**src/core/cdsb_pkg.sv**
```systemverilog
package cdsb_pkg;
   localparam int ADDR_W = 8;
   localparam int DATA_W = 32;
   localparam int NCH = 8;
   localparam int FLAG_W = 6;
   localparam int MODE_W = 3;

   // register indices; byte address is four times the index
   localparam logic [5:0] IDX_SUMMARY = 6'h02;
   localparam logic [5:0] IDX_GLOBAL = 6'h04;
   localparam logic [5:0] IDX_ENABLE = 6'h06;
   localparam logic [5:0] IDX_CHANNEL0_DIAG_FLAGS = 6'h08;
   localparam logic [5:0] IDX_DIAG_LAST = 6'h16;
   localparam logic [5:0] IDX_IRQ_STS = 6'h18;
   localparam logic [5:0] IDX_IRQ_MASK = 6'h19;
   localparam logic [5:0] IDX_MODE = 6'h1A;

   // reset values
   localparam logic [7:0] ENABLE_RST = 8'hFF;
   localparam logic [FLAG_W-1:0] DIAG_RST = 6'h00;
   localparam logic [7:0] MASK_RST = 8'h00;
   localparam logic [MODE_W-1:0] MODE_RST = 3'h4;

   // modes below this value refresh the channel registers on every access that is not refused
   localparam logic [MODE_W-1:0] MODE_AUTO_LIMIT = 3'h2;

   // flag positions inside a channel register
   localparam int BIT_OVERTEMP = 0;
   localparam int BIT_OPEN_OFF = 1;
   localparam int BIT_OPEN_ON = 2;
   localparam int BIT_OVERCURRENT = 3;
   localparam int BIT_SHORT_SUPPLY = 4;
   localparam int BIT_LED_GATED = 5;
   localparam int GLOBAL_CF_BIT = 0;
   // flags that count toward the collective summary, led gating left out
   localparam logic [FLAG_W-1:0] SUMMARY_MASK = 6'h1F;

   typedef struct packed {
      logic led_gated_flag;
      logic short_to_supply_flag;
      logic overcurrent_limit_flag;
      logic open_load_on_flag;
      logic open_load_off_flag;
      logic channel_overtemp_flag;
   } cdsb_flags_s;

   typedef enum logic [0:0] {
      ST_IDLE = 1'b0,
      ST_ANSWER = 1'b1
   } cdsb_apb_e;

   // true when an index selects one of the channel registers
   function automatic logic cdsb_is_diag(input logic [5:0] idx);
      return (idx >= IDX_CHANNEL0_DIAG_FLAGS) && (idx <= IDX_DIAG_LAST) && !idx[0];
   endfunction : cdsb_is_diag

   // channel number of a channel register index
   function automatic logic [2:0] cdsb_diag_ch(input logic [5:0] idx);
      logic [5:0] rel;
      rel = idx - IDX_CHANNEL0_DIAG_FLAGS;
      return rel[3:1];
   endfunction : cdsb_diag_ch
endpackage : cdsb_pkg

```
**src/core/cdsb_bank.sv**
```systemverilog
`timescale 1ns/10ps
module cdsb_bank
   import cdsb_pkg::*;
(
   input wire logic pclk,
   input wire logic presetn,
   input wire logic psel,
   input wire logic penable,
   input wire logic pwrite,
   input wire logic [cdsb_pkg::ADDR_W-1:0] paddr,
   input wire logic [cdsb_pkg::DATA_W-1:0] pwdata,
   output logic [cdsb_pkg::DATA_W-1:0] prdata,
   output logic pready,
   output logic pslverr,
   input wire logic [cdsb_pkg::NCH-1:0] ch_active,
   input wire cdsb_pkg::cdsb_flags_s [cdsb_pkg::NCH-1:0] chan_evt,
   output logic common_fault_flag,
   output logic fault_n,
   output logic irq
);
   import cdsb_pkg::*;

   cdsb_apb_e state_r;
   logic pready_r;
   logic pslverr_r;
   logic [DATA_W-1:0] prdata_r;
   logic [7:0] diag_en_r;
   logic [7:0] collective_r;
   logic common_fault_r;
   logic fault_n_r;
   logic [7:0] irq_sts_r;
   logic [7:0] irq_mask_r;
   logic irq_r;
   logic [MODE_W-1:0] mode_r;

   logic [5:0] idx;
   logic legal;
   logic acc_start;
   logic taken;
   logic wr_taken;
   logic rd_taken;
   logic upd_p;
   logic [DATA_W-1:0] rd_mux;
   logic [7:0] col_nxt;
   logic [7:0] new_fault;
   cdsb_flags_s [NCH-1:0] qual;
   cdsb_flags_s [NCH-1:0] int_flags;
   cdsb_flags_s [NCH-1:0] vis_flags;

   // address decode; misaligned or unlisted addresses are refused
   assign idx = paddr[7:2];
   always_comb begin
      legal = 1'b0;
      if (paddr[1:0] == 2'b00) begin
         unique case (idx)
            IDX_SUMMARY, IDX_GLOBAL, IDX_ENABLE: legal = 1'b1;
            IDX_IRQ_STS, IDX_IRQ_MASK, IDX_MODE: legal = 1'b1;
            default: legal = cdsb_is_diag(idx);
         endcase
      end
   end

   // one wait state: answer lands one cycle after the access phase starts
   assign acc_start = psel && penable && (state_r == ST_IDLE);
   assign taken = psel && penable && pready_r;
   assign wr_taken = taken && pwrite && !pslverr_r;
   assign rd_taken = taken && !pwrite && !pslverr_r;

   always_ff @(posedge pclk or negedge presetn) begin
      if (!presetn) begin
         state_r <= ST_IDLE;
         pready_r <= 1'b0;
         pslverr_r <= 1'b0;
      end else begin
         state_r <= acc_start ? ST_ANSWER : ST_IDLE;
         pready_r <= acc_start;
         pslverr_r <= acc_start && !legal;
      end
   end

   // read mux; narrow registers sit in the low bits, the rest reads zero
   always_comb begin
      rd_mux = '0;
      unique case (idx)
         IDX_SUMMARY: rd_mux[7:0] = collective_r;
         IDX_GLOBAL: rd_mux[GLOBAL_CF_BIT] = common_fault_r;
         IDX_ENABLE: rd_mux[7:0] = diag_en_r;
         IDX_IRQ_STS: rd_mux[7:0] = irq_sts_r;
         IDX_IRQ_MASK: rd_mux[7:0] = irq_mask_r;
         IDX_MODE: rd_mux[MODE_W-1:0] = mode_r;
         default: begin
            if (cdsb_is_diag(idx)) begin
               rd_mux[FLAG_W-1:0] = vis_flags[cdsb_diag_ch(idx)];
            end
         end
      endcase
   end

   always_ff @(posedge pclk or negedge presetn) begin
      if (!presetn) begin
         prdata_r <= '0;
      end else if (acc_start) begin
         prdata_r <= (!pwrite && legal) ? rd_mux : '0;
      end
   end

   // enable register; channel registers have no write path at all
   always_ff @(posedge pclk or negedge presetn) begin
      if (!presetn) begin
         diag_en_r <= ENABLE_RST;
      end else if (wr_taken && idx == IDX_ENABLE) begin
         diag_en_r <= pwdata[7:0];
      end
   end

   // access mode selects when the channel registers refresh
   always_ff @(posedge pclk or negedge presetn) begin
      if (!presetn) begin
         mode_r <= MODE_RST;
      end else if (wr_taken && idx == IDX_MODE) begin
         mode_r <= pwdata[MODE_W-1:0];
      end
   end

   // refresh on a summary read, or on any access not refused in the two low modes
   assign upd_p = (rd_taken && idx == IDX_SUMMARY) ||
                  (taken && !pslverr_r && mode_r < MODE_AUTO_LIMIT);

   genvar g;
   generate
      for (g = 0; g < NCH; g++) begin : g_ch
         cdsb_chan_diag u_chan (
            .pclk(pclk),
            .presetn(presetn),
            .enable(diag_en_r[g]),
            .active(ch_active[g]),
            .evt(chan_evt[g]),
            .upd(upd_p),
            .qual(qual[g]),
            .int_flags(int_flags[g]),
            .vis_flags(vis_flags[g])
         );
         // led gating is masked out of the summary
         assign col_nxt[g] = diag_en_r[g] &&
                             |(int_flags[g] & SUMMARY_MASK);
         assign new_fault[g] = |(qual[g] & SUMMARY_MASK);
      end
   endgenerate

   // summary and pin trail the internal data by one and two cycles
   always_ff @(posedge pclk or negedge presetn) begin
      if (!presetn) begin
         collective_r <= 8'h00;
         common_fault_r <= 1'b0;
         fault_n_r <= 1'b1;
      end else begin
         collective_r <= col_nxt;
         common_fault_r <= |collective_r;
         fault_n_r <= ~(|collective_r);
      end
   end

   // sticky interrupt status, write one to clear, a new event wins
   always_ff @(posedge pclk or negedge presetn) begin
      if (!presetn) begin
         irq_sts_r <= 8'h00;
      end else begin
         if (wr_taken && idx == IDX_IRQ_STS) begin
            irq_sts_r <= (irq_sts_r & ~pwdata[7:0]) | new_fault;
         end else begin
            irq_sts_r <= irq_sts_r | new_fault;
         end
      end
   end

   always_ff @(posedge pclk or negedge presetn) begin
      if (!presetn) begin
         irq_mask_r <= MASK_RST;
      end else if (wr_taken && idx == IDX_IRQ_MASK) begin
         irq_mask_r <= pwdata[7:0];
      end
   end

   always_ff @(posedge pclk or negedge presetn) begin
      if (!presetn) begin
         irq_r <= 1'b0;
      end else begin
         irq_r <= |(irq_sts_r & irq_mask_r);
      end
   end

   assign prdata = prdata_r;
   assign pready = pready_r;
   assign pslverr = pslverr_r;
   assign common_fault_flag = common_fault_r;
   assign fault_n = fault_n_r;
   assign irq = irq_r;

   logic [NCH*FLAG_W-1:0] int_flat;
   logic [NCH*FLAG_W-1:0] qual_flat;
   logic [NCH*FLAG_W-1:0] vis_flat;
   assign int_flat = int_flags;
   assign qual_flat = qual;
   assign vis_flat = vis_flags;
endmodule : cdsb_bank

```
**src/core/cdsb_chan_diag.sv**
```systemverilog
`timescale 1ns/10ps
module cdsb_chan_diag
   import cdsb_pkg::*;
(
   input wire logic pclk,
   input wire logic presetn,
   input wire logic enable,
   input wire logic active,
   input wire cdsb_pkg::cdsb_flags_s evt,
   input wire logic upd,
   output cdsb_pkg::cdsb_flags_s qual,
   output cdsb_pkg::cdsb_flags_s int_flags,
   output cdsb_pkg::cdsb_flags_s vis_flags
);
   cdsb_flags_s int_r;
   cdsb_flags_s vis_r;

   // qualify raw detections by enable and by the output state
   always_comb begin
      qual = '0;
      if (enable) begin
         qual.channel_overtemp_flag = active && evt.channel_overtemp_flag;
         qual.open_load_off_flag = !active && evt.open_load_off_flag;
         qual.open_load_on_flag = active && evt.open_load_on_flag;
         qual.overcurrent_limit_flag = active && evt.overcurrent_limit_flag;
         qual.short_to_supply_flag = !active && evt.short_to_supply_flag;
         qual.led_gated_flag = active && evt.led_gated_flag;
      end
   end

   // internal sticky data; a detection in the clearing cycle survives
   always_ff @(posedge pclk or negedge presetn) begin
      if (!presetn) begin
         int_r <= DIAG_RST;
      end else if (!enable) begin
         int_r <= DIAG_RST;
      end else if (upd) begin
         int_r <= qual;
      end else begin
         int_r <= int_r | qual;
      end
   end

   // visible copy only moves on an update, so software sees a stable image
   always_ff @(posedge pclk or negedge presetn) begin
      if (!presetn) begin
         vis_r <= DIAG_RST;
      end else if (upd) begin
         vis_r <= int_r | qual;
      end
   end

   assign int_flags = int_r;
   assign vis_flags = vis_r;
endmodule : cdsb_chan_diag

```
**config.mk**
```make
export PLATFORM = sky130hd
export DESIGN_NAME = cdsb_bank
export DESIGN_NICKNAME = d
export VERILOG_FILES = /design/src/core/cdsb_pkg.sv /design/src/core/cdsb_bank.sv /design/src/core/cdsb_chan_diag.sv
export SDC_FILE = /design/constraint.sdc
export NUM_CORES = 1
export LEC_CHECK = 0
export BUFFER_PORTS_ARGS = -buffer_cell sky130_fd_sc_hd__buf_2
export CELL_PAD_IN_SITES_DETAIL_PLACEMENT = 0
export CELL_PAD_IN_SITES_GLOBAL_PLACEMENT = 1
export CORE_AREA = 2 2 163 196
export CTS_BUF_LIST = sky130_fd_sc_hd__clkbuf_4 sky130_fd_sc_hd__clkbuf_8 sky130_fd_sc_hd__clkbuf_16
export DETAILED_ROUTE_END_ITERATION = 12
export DIE_AREA = 0 0 165 198
export PLACE_DENSITY = 0.64
export SLEW_MARGIN = 20
export SYNTH_ARGS = -nofsm -noshare
export SYNTH_HDL_FRONTEND = slang
export SYNTH_HIERARCHICAL = 1
export SYNTH_SLANG_ARGS = --single-unit
```
**constraint.sdc**
```tcl
create_clock -name pclk -period 2.2 [get_ports pclk]
set_input_delay 0.33 -clock pclk [delete_from_list [all_inputs] [get_ports pclk]]
set_output_delay 0.33 -clock pclk [all_outputs]
set_load 0.01 [all_outputs]
```
==> impl_metrics.py <==
metrics = {
    "placed_design": {
        "place_ws_ns": 0.229,
        "dp.cells": 1192,
        "io_buffers": 89,
        "placement.cell_area_um2": 8360,
        "gp_congestion": 0.883,
        "dp_hpwl_um": 14900,
    },
    "critical_path": {
        "startpoint_type": "register",
        "required_ns": 2.51,
        "worstSetupPathType": "register to register",
        "cp.arrival_ns": 2.09,
        "critPathMaxFanout": 8,
        "endpoint_kind": "register",
    },
    "global_route": {
        "grt_pass1_wl_um": 31800,
        "grt_max_degree": 55,
        "grt_pass1_vias": 5675,
        "grt_use_total_pct": 12.7,
        "grt_overflow": 0,
        "antenna_found_initial": 3,
    },
    "floorplan": {
        "fp.dieH_um": 198,
        "coreArea_um2": 31000,
        "die_area_um2": 32700,
        "rows": 71,
        "io_pins": 138,
        "die-width_um": 165,
        "initial_core_util_pct": 24.3,
    },
    "detailed_routing": {
        "route.detailed.drc": 0,
        "routed_wl_um": 20300,
        "via_per_inst": 4.61,
        "drt_iter0_drc": 354,
        "drt-pass1-iter-count": 6,
        "wl_per_cell_um": 16.5,
        "antenna_left": 0,
        "vias": 5652,
    },
    "cts": {
        "clock_latency_ns": 0.43,
        "htreeDepth": 4,
        "numCtsBuffers": 17,
        "clock_sinks": 144,
        "cts_tree": "done",
        "clkTransAtPathRegs_ns": 0.06,
        "cts_buffer_depth": 2,
        "cts_setup_buffers": 0,
        "cts-root-buf": "clkbuf_16",
    },
    "power": {
        "switching_power_mw": 1.82,
        "clock_power_share_pct": 44.0,
        "swShare_pct": 25.9,
        "p_leak_nw": 4.13,
        "internal_power_mw": 5.21,
        "power.total_mw": 7.03,
        "power_density_nw_per_um2": 781,
        "p_seq_share_pct": 44.3,
        "comb_power_share_pct": 11.7,
        "irDropWorstVdd_mv": 0.501,
    },
    "yosys": {
        "synth.avg_cell_area_um2": 10.5,
        "yosys_warnings": 6,
        "postSynthCellCount": 720,
        "syn_area_um2": 7540,
    },
    "cells_and_area": {
        "area_growth_pct": 19.4,
        "drive_gt1_share_pct": 21.8,
        "nets": 912,
        "fin_cells": 1226,
        "utilization_pct": 29.0,
        "postLayoutCellArea_um2": 9000,
        "n_fill_cell": 3238,
    },
    "sta": {
        "fin_setup_tns_ns": 0,
        "setup_viol": 0,
        "finalCriticalPeriod_ns": 1.78,
        "rsz0062_at_grt": "no",
        "fin_skew_ns": 0.00541,
        "hold_viol": 0,
        "fin_hold_ws_ns": 0.153,
        "slew_violations": 0,
        "period_share_pct": 80.9,
        "max_freq_mhz": 562,
        "worst_slack_ns": 0.421,
    },
    "run_status": {
        "status": "completed",
    },
    "job": {
        "cap_violations": 0,
    },
    "hold_path": {
        "hold_class": "input pin to register",
    },
}
[power by group through the flow]
stage | registers (mW) | logic (mW) | clock network, mW
CTS | 3.12 | 0.835 | 3.18
floorplan | 3.09 | 0.545 | 0
global route | 3.15 | 0.926 | 3.28
finish | 3.11 | 0.822 | 3.09
detailed placement | 3.16 | 0.826 | 0
global placement | 3.16 | 0.815 | 0
[final timing paths]
kind | slack, ns | from | cells after the start | to
min in group asynchronous | 0.38 | presetn | 2 | g_ch[5].u_chan/int_flags[5]
setup reg to reg | 0.42 | pslverr | 6 | irq_sts_r[6]
hold / removal | 0.15 | chan_evt[47] | 3 | g_ch[7].u_chan/int_flags[5]
setup / recovery | 0.42 | pslverr | 6 | irq_sts_r[6]
hold reg to reg | 0.48 | prdata[5] | 2 | prdata[5]
max in group asynchronous | 1.12 | presetn | 3 | diag_en_r[2]
[cell usage in the layout (no fill, tap or decap), types with 3 or more instances in the layout]
| master | n |
|---|---|
| a211o_1 | 8 |
| a21boi_1 | 48 |
| a21oi_1 | 32 |
| a22o_1 | 4 |
| a22oi_1 | 21 |
| a31oi_1 | 39 |
| and2_1 | 3 |
| and3_1 | 25 |
| and3b_1 | 16 |
| buf_12 | 6 |
| buf_2 | 88 |
| buf_4 | 15 |
| bufinv_16 | 4 |
| clkbuf_16 | 17 |
| clkinvlp_4 | 4 |
| conb_1 | 24 |
| dfrtp_1 | 134 |
| dfstp_2 | 10 |
| inv_1 | 6 |
| mux2_2 | 19 |
| mux2i_1 | 37 |
| nand2_1 | 52 |
| nand2b_1 | 80 |
| nor2_1 | 37 |
| nor2b_1 | 3 |
| nor3_1 | 4 |
| o21a_1 | 8 |
| o21ai_0 | 4 |
| o22a_1 | 16 |
| o22ai_1 | 4 |
| or4_1 | 16 |
[critical path, cell delays in order, from the launching register on]
cell and delay, ns:
dfrtp_1 0.37, and4b_1 0.31, and2_1 0.27, and2_1 0.16
buf_4 0.19, nand2_1 0.08, a211o_1 0.28
[routing by layer]
layer / routed length (um) / global-route usage [%] / part of all wire [%]
met1: 9060 / 15.9 / 45
met2: 9760 / 21.0 / 48
met3: 884 / 3.04 / 4.4
met4: 546 / 5.31 / 2.7
met5: 24 / 0 / 0.12
[sequential cells by signal, indices dropped and copies added, names as in the netlist, 3 cells and up]
| signal | flops |
|---|---|
| diag_en_r | 8 |
| irq_mask_r | 8 |
| irq_sts_r | 8 |
| g_ch.u_chan/vis_flags | 48 |
| prdata | 8 |
| collective_r | 8 |
| g_ch.u_chan/int_flags | 48 |
| mode_r | 3 |
[layout make-up]
type	count	area (um^2)	share of cell area, %
Sequential cell	144	3620	40.2
Multi-Input combinational cell	531	3540	39.3
Timing Repair Buffer	111	694	7.71
Tap cell	401	502	5.57
Clock buffer	19	440	4.89
Clock inverter	13	186	2.07
Inverter	6	22.5	0.250
Antenna cell	1	2.50	0.0278
[what timing repair did]
| item | in CTS | in global routing |
|---|---|---|
| resized for setup | 0 | 0 |
| hold buffers | 1 | 0 |
| setup endpoints to repair | 0 | 0 |
| hold endpoints to repair | 37 | 0 |
Note: power is estimated with default switching activity, not from simulation.
